===== config.mk =====
export PLATFORM = sky130hd
export DESIGN_NAME = serial_master_status_regs
export DESIGN_NICKNAME = d
export VERILOG_FILES = /design/src/logic/serial_master_pkg.sv /design/src/logic/sync_cycle_timer.sv /design/src/logic/serial_master_status_regs.sv
export SDC_FILE = /design/constraint.sdc
export NUM_CORES = 1
export LEC_CHECK = 0
export BUFFER_PORTS_ARGS = -buffer_cell sky130_fd_sc_hd__clkbuf_2
export CAP_MARGIN = 20
export CORE_UTILIZATION = 57
export DETAILED_ROUTE_END_ITERATION = 12
export PLACE_DENSITY = 0.85
export SYNTH_ARGS = -nofsm -noshare
export SYNTH_HDL_FRONTEND = slang
export SYNTH_SLANG_ARGS = --single-unit

===== constraint.sdc =====
create_clock -name clk_sys -period 2.4 [get_ports clk_sys]
set_input_delay 0.36 -clock clk_sys [delete_from_list [all_inputs] [get_ports clk_sys]]
set_output_delay 0.36 -clock clk_sys [all_outputs]
set_load 0.01 [all_outputs]

===== src/logic/serial_master_pkg.sv =====
// shared constants, command codes and state types for the master's
// environment, status and counter registers.
// assumes a single 200 MHz clock and synchronous active-low reset.
package serial_master_pkg;

    ////////////////////////////////////////////////////////////////////////
    // clock and time
    localparam int unsigned CLK_MHZ          = 200;
    localparam int unsigned TICK_US          = 1;
    localparam int unsigned TICK_CYCLES      = TICK_US * CLK_MHZ;
    localparam int unsigned BREAK_PERIOD_MS  = 250;
    localparam int unsigned BREAK_PERIOD_CYC = BREAK_PERIOD_MS * 1000
                                               * CLK_MHZ;

    ////////////////////////////////////////////////////////////////////////
    // command words
    localparam logic [7:0]  CMD_INT_CLR_HI   = 8'h04;
    localparam logic [15:0] CMD_ERR_CLEAR    = 16'h0600;
    localparam logic [15:0] CMD_BREAK        = 16'h0610;
    localparam logic [15:0] CMD_ENV_WRITE    = 16'h5500;
    localparam logic [15:0] CMD_ENV_READ     = 16'h6500;
    localparam logic [15:0] CMD_ERR_READ     = 16'h6501;
    localparam logic [15:0] CMD_CYCLE_READ   = 16'h6502;
    localparam logic [15:0] CMD_RESP_READ    = 16'h6503;
    localparam logic [15:0] CMD_VER_READ     = 16'h6504;

    ////////////////////////////////////////////////////////////////////////
    // environment register layout
    localparam int unsigned ENV_MASK_LSB     = 0;
    localparam int unsigned ENV_BREAK_OFF    = 8;
    localparam int unsigned ENV_CLR_MODE     = 9;
    localparam logic [15:0] ENV_WRITABLE     = 16'h037f;
    localparam logic [15:0] ENV_RESET        = 16'h0000;

    // status flag bits, same order as the mask bits
    localparam int unsigned ST_DONE          = 0;
    localparam int unsigned ST_BREAK         = 1;
    localparam int unsigned ST_PORT_CHG      = 2;
    localparam int unsigned ST_IO_ERR        = 3;
    localparam int unsigned ST_DATA_ERR      = 4;
    localparam int unsigned ST_RXA_ERR       = 5;
    localparam int unsigned ST_ABORT         = 6;
    localparam logic [6:0]  ST_CLEARABLE     = 7'h73;
    localparam logic [6:0]  ST_RESET         = 7'h00;

    // counter values
    localparam logic [15:0] COUNT_MAX        = 16'hffff;
    localparam logic [15:0] COUNT_RESET      = 16'h0000;

    ////////////////////////////////////////////////////////////////////////
    // types
    typedef struct packed {
        logic abort;
        logic rx_addr_err;
        logic data_err;
        logic io_err;
        logic port_chg;
        logic brk;
        logic done;
    } comm_events_t;

    typedef struct packed {
        logic [15:0] env;
        logic [6:0]  flags;
        logic [15:0] err_cnt;
        logic [15:0] responder;
        logic [15:0] iobuf;
        logic [31:0] brk_timer;
        logic        brk_check;
        logic        brk_cmd;
    } master_state_t;

    typedef struct packed {
        logic [7:0]  prescale;
        logic [15:0] running;
        logic [15:0] latched;
        logic        sync_prev;
    } cycle_timer_state_t;

    ////////////////////////////////////////////////////////////////////////
    // saturating increment used by both counters
    function automatic logic [15:0] sat_inc16(input logic [15:0] v);
        if (v == COUNT_MAX) begin
            sat_inc16 = COUNT_MAX;
        end else begin
            sat_inc16 = v + 16'h0001;
        end
    endfunction : sat_inc16

endpackage : serial_master_pkg


===== src/logic/sync_cycle_timer.sv =====
// microsecond interval timer between changes of the cycle sync signal.
// assumes cycle_sync_signal is already synchronous to clk_sys.
`timescale 1ns/1ps
module sync_cycle_timer
    import serial_master_pkg::*;
#(
    parameter int unsigned US_CYCLES = TICK_CYCLES
) (
    input  wire logic        clk_sys,           // system clock
    input  wire logic        resetn,            // sync reset, active low
    input  wire logic        cycle_sync_signal, // sync level from link
    output logic      [15:0] sync_cycle_time    // last full interval, us
);

    cycle_timer_state_t st_reg;
    cycle_timer_state_t st_next;
    logic               us_tick;
    logic               sync_edge;

    ////////////////////////////////////////////////////////////////////////
    // prescaler tick and sync change detection
    assign us_tick   = (st_reg.prescale == 8'(US_CYCLES - 1));
    assign sync_edge = (cycle_sync_signal != st_reg.sync_prev);

    always_comb begin
        st_next           = st_reg;
        st_next.sync_prev = cycle_sync_signal;
        st_next.prescale  = us_tick ? 8'h00 : st_reg.prescale + 8'h01;
        if (sync_edge) begin
            st_next.latched  = st_reg.running;
            st_next.running  = COUNT_RESET;
            st_next.prescale = 8'h00;
        end else if (us_tick) begin
            st_next.running  = sat_inc16(st_reg.running);
        end
    end

    // state register
    always_ff @(posedge clk_sys) begin
        if (!resetn) begin
            st_reg <= '{prescale: 8'h00, running: COUNT_RESET,
                        latched: COUNT_RESET, sync_prev: 1'b0};
        end else begin
            st_reg <= st_next;
        end
    end

    assign sync_cycle_time = st_reg.latched;

endmodule : sync_cycle_timer


===== src/logic/serial_master_status_regs.sv =====
// environment, status and counter registers of the serial master,
// reached through command words and the shared i/o buffer.
// assumes command and event inputs are synchronous one-cycle pulses.
//
// Contract
// - environment bits 0..6 mask the seven status interrupts.
// - masked sources still set their status flag.
// - break-off clear: check for break request every 250 ms.
// - break-off set: no automatic check, host command only.
// - clear-mode zero: reading status clears the five clearable flags.
// - clear-mode one: only the reset command clears, per command bit.
// - read-only 16-bit counter counts every communication error.
// - error counter saturates at its maximum, never wraps.
// - error counter cleared by clear command and by reset.
// - missing system-communication response counts as an error.
// - cycle counter measures microseconds between sync changes.
// - cycle count stops at its ceiling near 65.5 ms.
// - last responder register holds last good data partner, zero at reset.
// - version register always returns one fixed nonzero value.
// - environment write and read commands move data with the buffer.
// - read commands copy counters and responder into the buffer.
`timescale 1ns/1ps
module serial_master_status_regs
    import serial_master_pkg::*;
#(
    // arbitrary identification value, nonzero
    parameter logic [15:0] VERSION_VALUE = 16'h5a3c,
    parameter int unsigned BREAK_CYCLES  = BREAK_PERIOD_CYC,
    parameter int unsigned US_CYCLES     = TICK_CYCLES,
    parameter int unsigned DEV_NUM_W     = 6
) (
    input  wire logic                 clk_sys,         // system clock
    input  wire logic                 resetn,          // sync, active low
    input  wire logic                 cmd_wr,          // command strobe
    input  wire logic [15:0]          cmd_word,        // command word
    input  wire logic                 iobuf_wr,        // host buffer write
    input  wire logic [15:0]          iobuf_wdata,     // host buffer data
    output logic      [15:0]          iobuf_rdata,     // buffer contents
    input  wire logic                 status_rd,       // host status read
    output logic      [15:0]          status_word,     // status flags
    input  wire comm_events_t         comm_events,     // status sources
    input  wire logic                 comm_error_evt,  // any comm error
    input  wire logic                 sys_no_resp_evt, // no response
    input  wire logic                 data_ok_evt,     // data comm done ok
    input  wire logic [DEV_NUM_W-1:0] data_ok_dev,     // its device number
    input  wire logic                 cycle_sync_signal, // sync level
    output logic                      irq_req,         // unmasked status
    output logic                      break_check_req, // periodic check
    output logic                      break_cmd_req    // host break cmd
);

    ////////////////////////////////////////////////////////////////////////
    // declarations

    master_state_t st_reg;
    master_state_t st_next;
    logic [15:0]   cycle_time;
    logic [6:0]    flag_set;
    logic [6:0]    flag_clr;
    logic          clr_mode;
    logic          brk_off;
    logic          is_int_clr;
    logic          err_inc;
    logic          err_clr;
    logic [15:0]   read_value;
    logic          read_hit;

    localparam logic [31:0] BREAK_RELOAD = 32'(BREAK_CYCLES - 1);

    ////////////////////////////////////////////////////////////////////////
    // cycle time measurement

    sync_cycle_timer #(
        .US_CYCLES         (US_CYCLES)
    ) u_cycle_timer (
        .clk_sys           (clk_sys),
        .resetn            (resetn),
        .cycle_sync_signal (cycle_sync_signal),
        .sync_cycle_time   (cycle_time)
    );

    ////////////////////////////////////////////////////////////////////////
    // environment fields

    // break-off and clear-mode controls taken from the environment word
    assign brk_off  = st_reg.env[ENV_BREAK_OFF];
    assign clr_mode = st_reg.env[ENV_CLR_MODE];

    ////////////////////////////////////////////////////////////////////////
    // status flag set and clear terms

    assign flag_set = comm_events;

    // interrupt-status reset command is recognised by its high byte
    assign is_int_clr = cmd_wr && (cmd_word[15:8] == CMD_INT_CLR_HI);

    always_comb begin
        flag_clr = 7'h00;
        if (!clr_mode && status_rd) begin
            flag_clr = ST_CLEARABLE;
        end else if (clr_mode && is_int_clr) begin
            flag_clr = cmd_word[6:0] & ST_CLEARABLE;
        end
    end

    ////////////////////////////////////////////////////////////////////////
    // error counter terms

    assign err_inc = comm_error_evt || sys_no_resp_evt;

    assign err_clr = cmd_wr && (cmd_word == CMD_ERR_CLEAR);

    ////////////////////////////////////////////////////////////////////////
    // read command mux into the i/o buffer

    always_comb begin
        read_hit   = cmd_wr;
        read_value = 16'h0000;
        unique case (cmd_word)
            CMD_ENV_READ:   read_value = st_reg.env;
            CMD_ERR_READ:   read_value = st_reg.err_cnt;
            CMD_CYCLE_READ: read_value = cycle_time;
            CMD_RESP_READ:  read_value = st_reg.responder;
            CMD_VER_READ:   read_value = VERSION_VALUE;
            default:        read_hit   = 1'b0;
        endcase
    end

    ////////////////////////////////////////////////////////////////////////
    // next state

    always_comb begin
        st_next           = st_reg;
        st_next.brk_check = 1'b0;
        st_next.brk_cmd   = 1'b0;

        // an event in the clearing cycle survives the clear
        st_next.flags = (st_reg.flags & ~flag_clr) | flag_set;

        if (err_inc) begin
            st_next.err_cnt = err_clr ? 16'h0001
                                      : sat_inc16(st_reg.err_cnt);
        end else if (err_clr) begin
            st_next.err_cnt = COUNT_RESET;
        end

        if (data_ok_evt) begin
            st_next.responder = 16'(data_ok_dev);
        end

        // host buffer write, then command results override it
        if (iobuf_wr) begin
            st_next.iobuf = iobuf_wdata;
        end
        if (read_hit) begin
            st_next.iobuf = read_value;
        end

        if (cmd_wr && (cmd_word == CMD_ENV_WRITE)) begin
            st_next.env = st_reg.iobuf & ENV_WRITABLE;
        end

        if (cmd_wr && (cmd_word == CMD_BREAK)) begin
            st_next.brk_cmd = 1'b1;
        end

        if (brk_off) begin
            st_next.brk_timer = BREAK_RELOAD;
        end else if (st_reg.brk_timer == 32'h0000_0000) begin
            st_next.brk_timer = BREAK_RELOAD;
            st_next.brk_check = 1'b1;
        end else begin
            st_next.brk_timer = st_reg.brk_timer - 32'h0000_0001;
        end
    end

    ////////////////////////////////////////////////////////////////////////
    // state register

    always_ff @(posedge clk_sys) begin
        if (!resetn) begin
            st_reg <= '{env:       ENV_RESET,
                        flags:     ST_RESET,
                        err_cnt:   COUNT_RESET,
                        responder: COUNT_RESET,
                        iobuf:     COUNT_RESET,
                        brk_timer: BREAK_RELOAD,
                        brk_check: 1'b0,
                        brk_cmd:   1'b0};
        end else begin
            st_reg <= st_next;
        end
    end

    ////////////////////////////////////////////////////////////////////////
    // outputs

    // status word and buffer straight from flops
    assign status_word     = {9'h000, st_reg.flags};
    assign iobuf_rdata     = st_reg.iobuf;

    assign irq_req = |(st_reg.flags & ~st_reg.env[ENV_MASK_LSB +: 7]);

    // break request pulses
    assign break_check_req = st_reg.brk_check;
    assign break_cmd_req   = st_reg.brk_cmd;

endmodule : serial_master_status_regs


Word-level counts from Yosys, hierarchy flattened
Index checks and enable logic that the tools add are counted.

operators by class
  add/sub/neg operators = 4
  eq/ne operators = 13
  mux-type cells = 13
  bitwise gates (word level) = 6
  reduce and logical (&&, ||, !) cells = 17

operator list
  operator                                                                  count
  16-bit two-way mux                                                        7
  16-bit by 15-bit equality test with 1-bit output (second input constant)  6
  16-bit one-hot mux with 5 select lines                                    1
  16-bit by 1-bit adder with 16-bit output (second input constant)          2
  16-bit by 11-bit equality test with 1-bit output (second input constant)  2
  16-bit equality test (second input constant)                              2
  32-bit logical NOT                                                        1
  32-bit by 1-bit subtractor with 32-bit output (second input constant)     1
  7-bit bitwise AND                                                         2
  7-bit two-way mux                                                         2
  7-bit NOT                                                                 2
  8-bit by 1-bit adder with 8-bit output (second input constant)            1
  8-bit by 3-bit equality test with 1-bit output (second input constant)    1
  8-bit equality test (second input constant)                               1
  7-bit OR                                                                  1
  7-bit OR reduction                                                        1
  1-bit logical AND                                                         6
  3-bit OR reduction                                                        2
  5-bit OR reduction                                                        1
  2-bit nonzero test                                                        2
  2-bit OR reduction                                                        2
  1-bit two-way mux                                                         3
  1-bit logical NOT                                                         1
  1-bit logical OR                                                          1
  other kinds (2)                                                           2

storage, ports and cells
  bits in registers = 129
  bits of input ports = 54

Longest topological paths before layout
Gate-level depths: netlist (run 1).

  depth in word-level cells = 8
  depth in mapped cells = 7
  gate-level depth less buffers = 6

Hierarchy
From an unflattened synthesis (run 1), not the netlist that was laid out.

second synthesis, totals
  cell total of the unflattened synthesis = 767
  area, all modules = 6481.2 um^2

by module, submodules not included
  module                     times used  cells each  area an instance (um^2)  sequential area each (um^2)
  serial_master_status_regs  1           550         4621.9                   1761.7
  sync_cycle_timer           1           217         1859.3                   820.8

Worst setup path after synthesis (run 1)
OpenSTA, ideal clock, no wires.

  path kind = input to register
  start point = in cmd_word[3]
  end point = reg st_reg[75] in the netlist's numbering
  data arrival time = 1862 ps
  required time = 2285 ps
  setup slack = 424 ps
  stages = 7
  cells stage by stage = clkbuf_1 -> nor4_1 -> nand3_1 -> o41ai_2 -> buf_2 -> a31oi_1 -> o21a_1

between the ends
  word-level cells in the longest chain between the ends = 4

RTL lines
  what                                                  RTL line                          RTL
  from (decl)                                           serial_master_status_regs.sv:35   input wire logic [15:0] cmd_word,
  16-bit by 11-bit equality test with 1-bit output (*)  serial_master_status_regs.sv:111  assign err_clr = cmd_wr && (cmd_word == CMD_ERR_CLEAR);
  1-bit logical AND (*)                                 serial_master_status_regs.sv:111
  16-bit two-way mux                                    serial_master_status_regs.sv:141  st_next.err_cnt = err_clr ? 16'h0001
  16-bit two-way mux                                    serial_master_status_regs.sv:140  if (err_inc) begin
  to (signal assigned)                                  serial_master_status_regs.sv:182  st_reg <= '{env: ENV_RESET,
  to (signal assigned)                                  serial_master_status_regs.sv:191  st_reg <= st_next;
  to (decl)                                             serial_master_status_regs.sv:55   master_state_t st_reg;

Every way passes the cells marked *; elsewhere a longest branch is shown, timed or not.
A chain may end at the register's enable or synchronous reset.

Final worst setup path (run 1)
  start point = reg st_reg[29] in the netlist's numbering
  end point = reg st_reg[32] in the netlist's numbering

between the ends
  word-level cells in the longest chain between the ends = 2

RTL lines
  what
  parallel branches: the longest is 2 deep, another holds 32-bit by 1-bit subtractor with 32-bit output

Several ways; the timed one is not identified.

==> results.md, run 1 <==
Status:
- The run finished with clean final reports.

Logic synthesis:
- Summing every instance area after synthesis gives around 0.0063 mm^2.
- The complex-gate fraction of the synthesized area is 0.141.
- The most used flip-flop cell after synthesis is dfxtp_1.
- The average instance in the mapped netlist occupies about 8.7 um^2.
- Of the total synthesized cell area, the portion taken by AND, OR, NAND and NOR gates is 0.249.
- The most numerous cell in the Yosys netlist is dfxtp_1.
- For this run, the number of Yosys warnings is 0.
- Of the synthesized area, sequential elements account for 0.411.
- After synthesis, the largest family of logic cells by area is simple AND/OR/NAND/NOR gates.
- The xor and xnor fraction of the mapped netlist area is 0.0558.
- The cell type contributing the most total cell area after synthesis is dfxtp_1.
- The fraction of synthesized area in multiplexers is 0.0688.
- The share of synthesized area in the top cell type comes to 0.411.
- Counting flops with a built-in enable in the synthesized netlist gives 0.
- For this run, asynchronously set or reset flops after synthesis account for 0.
- Sorting the synthesized cells by area gives the leading types as dfxtp_1 (41%), nand2_1 (5.7%), mux2i_1 (5.3%).
- The adder and majority cell fraction of the synthesized area is 0.00797.
- The commonest cells after synthesis are dfxtp_1 (129), nand2_1 (96), nor2_1 (52).
- The number of instances in the synthesized netlist is 720.
- Synthesis instantiated 65 different standard cells from the library.
- After synthesis the netlist holds a flip-flop and latch count of ~130.

Finish:
- The sequential cell area is 0.00258 mm^2.
- After filler insertion, the fill cell instance count of the layout stands at 775.
- The area taken by multi-input logic gates is between 0.003 and 0.004 mm^2.
- The area overhead of the layout relative to synthesis is 16.5%.
- The fraction of final layout cells with drive strength greater than 1 is 0.194.
- The register with the most flip-flops in the layout has 61 of them.
- The count of placed standard cells in the final layout, fillers left out is slightly above 900.
- The net count reported at finish is 842.
- The number of diodes is 0.

Drt:
- For this run, design rule violations remaining after detail routing come to 0.
- After detailed routing, the average wire length per cell comes to between 15 and 20 um.
- The DRC violation total after the first TritonRoute iteration is roughly 360.
- The pre-antenna-repair detailed-routing pass consisted of 6 iterations.
- The final route contains about 5600 vias.
- The final wirelength is about 16 mm.
- The count of nets left with antenna violations once routing finished came out at 0.
- The per-cell via count in the routed design is around 6.

Timing:
- The final-report max-slew violation count is 0.
- Setup violations remaining at the end of the flow were counted as 0.
- The worst hold slack after final layout is just over 0.03 ns.
- Setup total negative slack on the finished layout was measured at 0 ns.
- The transition time at the pin with the least slew margin is 0.680 ns.
- The upper clock frequency limit is about 450 MHz.
- Setup repair after global routing left no endpoint under its margin.
- Measured against its own limit, the worst slew margin works out to 0.546.
- The post-layout minimum cycle time is 2.24 ns.
- Dividing the final minimum period by the clock period gives 0.935.
- The count of final hold-check violations is 0.
- Between clock sinks in the finished design, the worst skew comes to a little under 0.007 ns.

Critical path:
- STA classifies the critical path endpoint as a register.
- The register-to-register setup slack is 0.16 ns.
- The worst setup path is of the reg -> reg kind.
- The worst setup path is launched from a register.
- The critical path data arrival time is approximately 2.7 ns.
- At the worst endpoint, the required time is roughly 2.8 ns.
- The largest fanout on the critical path is 5.

Clock network:
- Clock-pin slew was measured on the worst setup and hold paths at 0.06 ns.
- No sink is reached through more buffers than the 2 on the longest clock path.
- Buffers added to address setup during post-CTS repair amount to 0.
- TritonCTS built the clock tree.
- For this design, the CTS-stage hold fixing added 0 buffers.
- The later pin in the worst-skew pair is clocked with a latency of between 0.5 and 0.6 ns.
- The tree built by TritonCTS fans out to around 130 sinks.
- The root buffer cell chosen for the clock tree is clkbuf_8.
- The number of CTS-inserted buffers is 17.
- Post-CTS repair changed the size of 0 cells.
- The clock tree synthesis step divided the H-tree into 4 levels.

Pwr:
- In this run the static leakage power is 2.81 nW.
- Total power for the finished layout comes to 0.00539 W.
- VDD sags by at most 0.615 mV.
- Power spread over the standard cell area amounts to about 740 mW/mm^2.

Min path:
- The worst hold path class is in -> reg.

Global routing:
- The first global-routing pass estimated 26.1 mm of wire.
- Global routing finished with a remaining overflow of 0.
- For this run, the total global-route usage over all layers was measured as 0.293.
- The initial antenna violation count is 0.
- The number of global-route vias before repair is 5486.
- Entering global routing, the biggest net connects 37 pins.

Floorplanning:
- The number of top-level pins is just under 90.
- The die area is between 0.01 and 0.015 mm^2.
- The floorplan has 37 rows.
- The starting density of the core is 0.597.
- The overall die height is 107 um.
- The floorplan core area is around 0.011 mm^2.
- The die width is ~110 um.

Placement:
- The final HPWL from detailed placement is approximately 11 mm.
- The global placement routability congestion is just under 0.9.
- Buffers placed on the I/O ports in this run total between 70 and 80.
- After detailed placement, the design holds a cell count of about 900.

Run:
- The tool flagged a number of max-cap violations equal to 0.
through the flow:
stage	util	area, um^2	worst slack, ns
6_report	0.696	7320	0.155
5_1_grt	0.696	7320	0.103
4_1_cts	0.696	7320	0.190
3_5_place_dp	0.635	6670	0.210
3_3_place_gp	0.635	6670	0.318
2_1_floorplan	-	6310	0.424
placed cells by master, fill, tap and decap left out, types with 13 or more instances in the layout:
master	n
nor2b_1	21
clkbuf_2	79
nand3_1	18
nand2_1	96
buf_4	21
xor2_1	13
nor3_1	20
a21oi_1	31
and3_1	17
clkbuf_16	16
xnor2_1	27
o21a_1	14
nor2_1	52
a31oi_1	14
a21boi_0	16
inv_1	14
mux2i_1	33
dfxtp_1	129
path summary, 6_finish.rpt:
check / startpoint / to / cells past startpoint
setup / recovery: st_reg[29]$_SDFF_PP0_ / st_reg[32]$_SDFF_PP0_ / 5
hold / removal: comm_events[4] / status_word[4]$_SDFF_PN0_ / 2
setup reg to reg: st_reg[29]$_SDFF_PP0_ / st_reg[32]$_SDFF_PP0_ / 5
hold reg to reg: st_reg[2]$_SDFF_PP1_ / st_reg[2]$_SDFF_PP1_ / 1
cell type report:
cell class,instances,area share
Inverter,14,0.00718
Clock inverter,15,0.0318
Multi-Input combinational cell,522,0.453
Sequential cell,129,0.353
Clock buffer,17,0.0566
Tap cell,136,0.0233
Timing Repair Buffer,100,0.0756
cell families (layout without fill, tap and decap cells):
kind of cell	Yosys count	after routing
other	1	9
DFF	129	129
and+or+nand+nor	299	299
muxes	42	42
adders and majority gates	4	4
AOI/OAI and AO/OA	128	128
xor gates and xnor gates	40	40
buffers and inverters	77	146
layer usage:
layer,GRT usage,wire [um],up-vias
li1,-,-,2657
met1,0.330,6360,2628
met2,0.501,7760,229
met3,0.0802,1060,65
met4,0.159,606,0
met5,0,0,-
critical path: stages, from the launching register on:
cell	delay (ns)
dfxtp_1	0.33
or4_1	0.61
or2_2	0.32
or2_2	0.31
o311ai_0	0.40
o41ai_1	0.14
report_power, final:
group	leakage [nW]	total [W]	internal, W	switching (W)
Sequential	1.05	0.00223	0.00218	0.0000424
Combinational	1.45	0.000341	0.000144	0.000197
Clock	0.313	0.00282	0.00181	0.00102
(Power assumes the default switching activity.)
==> run 2, diff against run 1 <==
--- a/config.mk
+++ b/config.mk
@@ -9,7 +9,7 @@
 export CAP_MARGIN = 20
 export CORE_UTILIZATION = 57
 export DETAILED_ROUTE_END_ITERATION = 12
-export PLACE_DENSITY = 0.85
+export PLACE_DENSITY_LB_ADDON = 0.05
 export SYNTH_ARGS = -nofsm -noshare
 export SYNTH_HDL_FRONTEND = slang
 export SYNTH_SLANG_ARGS = --single-unit
==> run 2 against run 1 <==
Effect of this change: highest routed layer unchanged; global-route usage fell by 2.1 points; register-to-register slack better by 0.07 ns; core utilization decreased by 0.11 points; largest cell class unchanged; via count decreased by 3.7%; clock power down 8.2%; first-iteration DRC count fell by 27%; combinational power down 3%.
==> results.md, run 2 (synthesis results as in run 1) <==
Status:
- The flow ran to the end, and the final reports show no timing, DRC or antenna violations.

Timing:
- Setup violations remaining at the end of the flow were counted as 0.
- At the pin with the least slew margin, the transition time is around 0.65 ns.
- Summed over all failing endpoints, the final setup total negative slack is 0 ns.
- Static timing analysis puts the maximum clock frequency at roughly 460 MHz.
- The worst relative slew slack is 0.568.
- Across all hold checks on the routed design, the worst slack comes to 0.0401 ns.
- The final-report max-slew violation count is 0.
- For the final database, setup skew stands at between 0.005 and 0.006 ns.
- The count of final hold-check violations was 0.
- Setup repair after global routing left no endpoint under its margin.
- The final worst-path cycle share is 0.905.
- The post-layout minimum cycle time is approximately 2.2 ns.

Clock network:
- After clock tree synthesis, the clock-pin slew on the worst setup and hold paths is around 0.060 ns.
- CTS saw 129 sinks.
- In this run, post-CTS repair resized a total of 0 instances.
- In this run, CTS created clock tree buffers numbering 17.
- The quantity of hold-fixing buffers added after cts is 0.
- After clock tree synthesis, the setup repair step added 0 buffers.
- TritonCTS built the clock tree.
- The longest clock path from root to sink contains 2 buffers.
- The number of H-tree levels is 4.
- The root buffer selected by CTS is clkbuf_8.
- The clock reaches the later pin of the worst-skew pair after between 0.5 and 0.6 ns.

Floorplanning:
- Pin placement for this block handled 89 I/O pins.
- The overall die height is approximately 110 um.
- The die width is between 100 and 150 um.
- The floorplan core area is about 0.011 mm^2.
- The starting density of the core is 0.597.
- The die covers between 0.01 and 0.015 mm^2.
- The number of placement rows is 37.

Critical path:
- The beginning of the worst register-to-register path is u_cycle_timer.st_reg[33]$_SDFF_PP0_.
- For the worst setup path, the data arrival time is around 2.6 ns.
- The register-to-register setup slack is between 0.2 and 0.25 ns.
- The worst setup path is captured at a register.
- The kind of start point of the critical path is a register.
- The number of cells on the worst reg-to-reg path is 5.
- The category of cells accounting for the largest share of critical-path delay is simple AND/OR/NAND/NOR gates.
- The most critical setup path has its startpoint at u_cycle_timer.st_reg[33]$_SDFF_PP0_.
- Of all nets on the critical path, the largest fanout is 11.
- The destination of the worst register-to-register timing path is u_cycle_timer.st_reg[17]$_SDFFE_PP0P_.
- The most common cell type on the critical path is nand4_1.
- The cell at the slowest stage of the critical path is nand4_1.
- The startpoint-to-endpoint class of the critical path is reg -> reg.
- The largest stage delay on the critical path is between 0.5 and 0.6 ns.
- The number of gates on the worst path with buffers counted is 5.
- Walking the worst path, the cells encountered are ha_1 -> nand4_1 -> nor4_2 -> nand4_1 -> a21oi_1.
- The worst endpoint required time is 2.85 ns.
- The number of buffer and inverter instances along the worst setup path is 0.

Finish:
- The number of flip-flops in the largest register is 61.
- Of the cells placed in the final design, the portion with a size suffix greater than 1 is 0.197.
- The finished layout holds around 940 standard cells, fillers aside.
- The top cell types in the final layout, fill and taps aside, are dfxtp_1 (129), nand2_1 (96), clkbuf_2 (79).
- The area overhead of the layout relative to synthesis is 16.4%.
- After the last flow step, the layout net total stands at between 800 and 900.
- Leaving out fill and tap cells, the most frequent cell in the layout is dfxtp_1.
- After filler insertion, the fill cell instance count of the layout stands at roughly 900.
- The number of diodes is 0.

Drt:
- The first detailed-routing pass ran for 5 iterations.
- After the first detailed-routing iteration, the DRC count stood at between 200 and 300.
- After detailed routing, the average wire length per cell comes to approximately 16 um.
- The per-cell via count in the routed design is about 5.7.
- The remaining number of nets flagged by the antenna check after routing is 0.
- After detailed routing, the total wire length is between 10 and 15 mm.
- For this run, design rule violations remaining after detail routing come to 0.
- The overall via count from detail_route is about 5400.

Min path:
- In this run the worst hold path is classified as in -> reg.
- The startpoint of the worst hold path is comm_events[3].
- The endpoint of the worst hold path is status_word[3]$_SDFF_PN0_.
- Counting instances, the worst hold path has a depth of 2.

Global routing:
- For this run, the total global-route usage over all layers was measured as 0.272.
- The first global-routing pass estimated approximately 24 mm of wire.
- Entering global routing, the biggest net connects 32 pins.
- The overflow left after global routing is 0.
- The initial antenna violation count is 0.
- The number of global-route vias before repair is between 4000 and 5000.

Placement:
- At the end of routability-driven placement, the weighted congestion stood at approximately 0.86.
- The number of placed instances with taps included is a little over 900.
- Port buffering added slightly below 80 buffers.
- Detailed placement ended at an HPWL of approximately 11 mm.

Run:
- Max-cap violations in this run came to 0.

Pwr:
- The total design power is a little over 0.005 W.
- For this design the ratio of total power to cell area is a little over 700 mW/mm^2.
- The peak supply drop is approximately 0.84 mV.
- The standby leakage power is between 2 and 3 nW.
[run 2: cell types whose count changed in the layout (fill, tap and decap cells not counted), sizes merged]
cell,previous run,this run
clkbuf,96,99
bufinv,5,4
buf,21,27
clkinvlp,1,2
inv,17,14
[run 2: final cells by class]
class / instances / area, um^2 / share of cell area
sequential: 129 / 2580 / 0.354
tap: 136 / 170 / 0.0233
clock buffer: 20 / 425 / 0.0582
clock inverter: 12 / 165 / 0.0226
multi-input combinational: 522 / 3310 / 0.453
inverter: 14 / 52.6 / 0.00719
timing repair buffer: 106 / 598 / 0.0819
[run 2: per-layer routing]
| metal | vias to the layer above | track usage | wire [um] |
|---|---|---|---|
| met5 | - | 0 | 0 |
| met4 | 0 | 0.0969 | 256 |
| met3 | 21 | 0.0711 | 765 |
| met2 | 163 | 0.419 | 6640 |
| met1 | 2518 | 0.367 | 7080 |
| li1 | 2669 | - | - |
[run 2: stage by stage]
| stage | utilization | setup slack, ns | area (um^2) |
|---|---|---|---|
| CTS | 0.695 | 0.234 | 7300 |
| finish | 0.695 | 0.227 | 7300 |
| global route | 0.695 | 0.0535 | 7300 |
| global placement | 0.639 | 0.188 | 6710 |
| floorplan | - | 0.424 | 6310 |
| detailed placement | 0.639 | 0.108 | 6710 |
[run 2: where the power goes]
| group | switching, W | internal (W) |
|---|---|---|
| clock network | 0.000920 | 0.00167 |
| registers | 0.0000425 | 0.00219 |
| logic | 0.000186 | 0.000146 |
| total | 0.00115 | 0.00400 |
[run 2: worst max-delay path by stage]
stage,end,slack [ns]
floorplan,st_reg[75]$_SDFFE_PN0P_,0.42
detailed placement,iobuf_rdata[8]$_SDFFE_PN0P_,0.11
global placement,iobuf_rdata[8]$_SDFFE_PN0P_,0.19
global route,u_cycle_timer.st_reg[17]$_SDFFE_PP0P_,0.05
CTS,u_cycle_timer.st_reg[17]$_SDFFE_PP0P_,0.23
finish,u_cycle_timer.st_reg[17]$_SDFFE_PP0P_,0.23
[run 2: worst reg2reg max path, stage by stage, from the launching register on]
cell,delay [ns]
dfxtp_1,0.34
ha_1,0.23
nand4_1,0.25
nor4_2,0.45
nand4_1,0.51
a21oi_1,0.31
==> run 3, diff against run 2 <==
==> constraint.sdc (replaced) <==
create_clock -name clk_sys -period 2.2 [get_ports clk_sys]
set_input_delay 0.33 -clock clk_sys [delete_from_list [all_inputs] [get_ports clk_sys]]
set_output_delay 0.33 -clock clk_sys [all_outputs]
set_load 0.01 [all_outputs]
==> run 3 against run 2 <==
Effect of this change: clock skew up 0.0022 ns; final area is 1.5% higher; global-route usage grew 1.2 points; routed wire length up 3.6%; critical endpoint is now st_reg[33]$_SDFF_PP0_; largest power group unchanged.
==> results.md, run 3 (synthesis results as in run 1) <==
Global routing:
- The initial antenna violation count came to 0.
- The global routing usage summed across all routing layers is 0.284.
- The number of global-route vias before repair is about 5200.
- The first global-routing pass estimated 25.2 mm of wire.
- Entering global routing, the biggest net connects 37 pins.
- The overflow left after global routing is 0.

Clock network:
- Clock tree synthesis found a total of between 100 and 150 sinks.
- The root buffer selected by CTS is clkbuf_8.
- TritonCTS built the clock tree.
- The largest buffer count on any clock path is 2.
- The number of H-tree levels is 4.
- The number of CTS-inserted buffers is 17.
- Clock-pin slew was measured on the worst setup and hold paths at roughly 0.060 ns.
- The clock latency reported for the late side of the worst-skew pair is 0.54 ns.

Status:
- The flow ran to the end, and the final reports show no timing, DRC or antenna violations.

Critical path:
- STA puts the critical path data required time at roughly 2.6 ns.
- The critical path goes through nor3_1 -> nand3b_1 -> buf_4 -> or3_1 -> o311ai_0 -> o41ai_1.
- The largest fanout on the critical path is 7.
- The worst setup path is of the reg -> reg kind.
- The kind of start point of the critical path is a register.
- STA classifies the critical path endpoint as a register.
- Data on the critical path arrives at its endpoint at 2.56 ns.
- On the worst path, the slowest cell contributes a delay of 0.39 ns.
- The slowest stage of the critical path is the or3_1 cell.

Finish:
- 0 antenna diodes ended up in the layout.
- The register with the most flip-flops in the layout has around 60 of them.
- The most common cell after layout, fill and taps aside is dfxtp_1.
- The multi-input combinational cells in the finished layout cover a total of ~0.0033 mm^2.
- Relative to the synthesized area, the layout overhead comes to 18.1%.
- Fill cells in the final layout number between 800 and 900.
- The core utilization of the finished layout is 0.706.
- The net count reported at finish is 860.
- Of the cells placed in the final design, the portion with a size suffix greater than 1 is 0.203.
- The sequential cell area is 0.00258 mm^2.
- In the layout the commonest cells are dfxtp_1 (129), nand2_1 (96), clkbuf_2 (79).

Floorplanning:
- The floorplan step defined a die boundary enclosing roughly 0.011 mm^2.
- The number of placement rows is 37.
- The initial utilization of the core area, before any placement, comes to 0.597.
- The floorplan core area is about 0.011 mm^2.
- The die width is between 100 and 150 um.
- The overall die height is about 110 um.
- The number of top-level pins is 89.

Timing:
- The final-report setup violation count is 0.
- Final hold analysis gives a worst-case slack of around 0.053 ns.
- The count of final hold-check violations is 0.
- After layout, the minimum clock period comes to around 2.2 ns.
- The upper clock frequency limit is approximately 460 MHz.
- The worst relative slew slack is 0.559.
- The transition time at the pin with the least slew margin is 0.661 ns.
- The final-report max-slew violation count is 0.
- The worst clock skew on the final layout is just over 0.008 ns.
- The final worst-path cycle share is 0.978.

Drt:
- The count of nets left with antenna violations once routing finished came out at 0.
- The met1 layer wirelength in the final routing is about 7.0 mm.
- The final wirelength is between 15 and 20 mm.
- In this run the top signal layer used is met4.
- In this run, the number of DRC markers left after iteration 0 of detailed routing was about 370.
- The average wire per standard cell is around 16 um.
- The routed layout has about 5500 vias.
- Wire segments on met2 add up to about 7.1 mm in the final route.
- In the detailed route, the total length drawn on met3 is between 800 and 900 um.
- The first TritonRoute pass finished after 5 iterations.
- The count of unresolved DRC violations after routing is 0.
- After detailed routing, the number of vias per cell comes to 5.77.

Placement:
- The congestion estimate from routability-driven global placement came to around 0.86.
- The wire-length estimate of the detail-placed layout is about 11 mm.
- The count of buffers added on input and output ports is between 70 and 80.

Pwr:
- The standby leakage power is roughly 2.9 nW.
- The peak supply drop is 0.599 mV.
- In this run the power density over the cells is around 740 mW/mm^2.

Min path:
- In this run the worst hold path is classified as in -> reg.

Run:
- The number of violations of the max-capacitance limit is 0.
-- run 3: cell types whose count changed in the layout (fill, tap and decap cells not counted), moves of 2 or more --
cell and change:
buf_4 +5, bufinv_16 -3, clkbuf_8 +8, clkinv_2 -3, clkinvlp_4 -2, dlygate4sd3_1 +7
-- run 3: per-stage QoR --
step / worst slack [ns] / power, W / area [um^2] / instances / setup TNS (ns)
floorplan: 0.253 / 0.00273 / 6310 / 728 / 0
global placement: 0.0279 / 0.00283 / 6730 / 909 / 0
detailed placement: -0.00658 / 0.00284 / 6730 / 909 / -0.00658
CTS: 0.0509 / 0.00554 / 7380 / 947 / 0
global route: -0.0118 / 0.00571 / 7420 / 950 / -0.0118
finish: 0.0481 / 0.00551 / 7420 / 950 / 0
-- run 3: report_power, final --
group	switching (W)	internal (W)
Clock	0.000974	0.00173
Combinational	0.000211	0.000169
Sequential	0.0000438	0.00238
Total	0.00123	0.00428
-- run 3: worst max-delay path: cells and delay by family (launching register included) --
| family | cells | cell delay, ns |
|---|---|---|
| simple gates | 3 | 0.94 |
| compound gates | 2 | 0.50 |
| flops | 1 | 0.35 |
| buf+inv | 1 | 0.24 |
-- run 3: timing repair --
action,4_1_cts,5_1_grt
gates resized for setup,0,3
hold buffers,7,0
hold endpoints to repair,7,0
setup endpoints to repair,0,30
setup buffers,0,3
-- run 3: layout make-up --
| type | count | area share |
|---|---|---|
| flip-flops and latches | 129 | 0.348 |
| well taps | 136 | 0.0229 |
| clock buffers | 27 | 0.0717 |
| clock inverters | 4 | 0.00607 |
| inverters | 14 | 0.00709 |
| multi-input cells | 522 | 0.449 |
| repair buffers | 118 | 0.0952 |
-- run 3: path summary, 6_finish.rpt --
check	slack [ns]	cells past startpoint	start	endpoint
setup / recovery	0.05	6	st_reg[20]$_SDFF_PP0_	st_reg[33]$_SDFF_PP0_
hold / removal	0.05	3	data_ok_dev[0]	st_reg[50]$_SDFFE_PN0P_
setup reg to reg	0.05	6	st_reg[20]$_SDFF_PP0_	st_reg[33]$_SDFF_PP0_
hold reg to reg	0.41	1	st_reg[2]$_SDFF_PP1_	st_reg[2]$_SDFF_PP1_
-- run 3: per-layer routing --
layer	GRT usage	vias to the layer above
li1	-	2688
met5	0	-
met3	0.0760	27
met2	0.445	181
met4	0.120	0
met1	0.368	2583
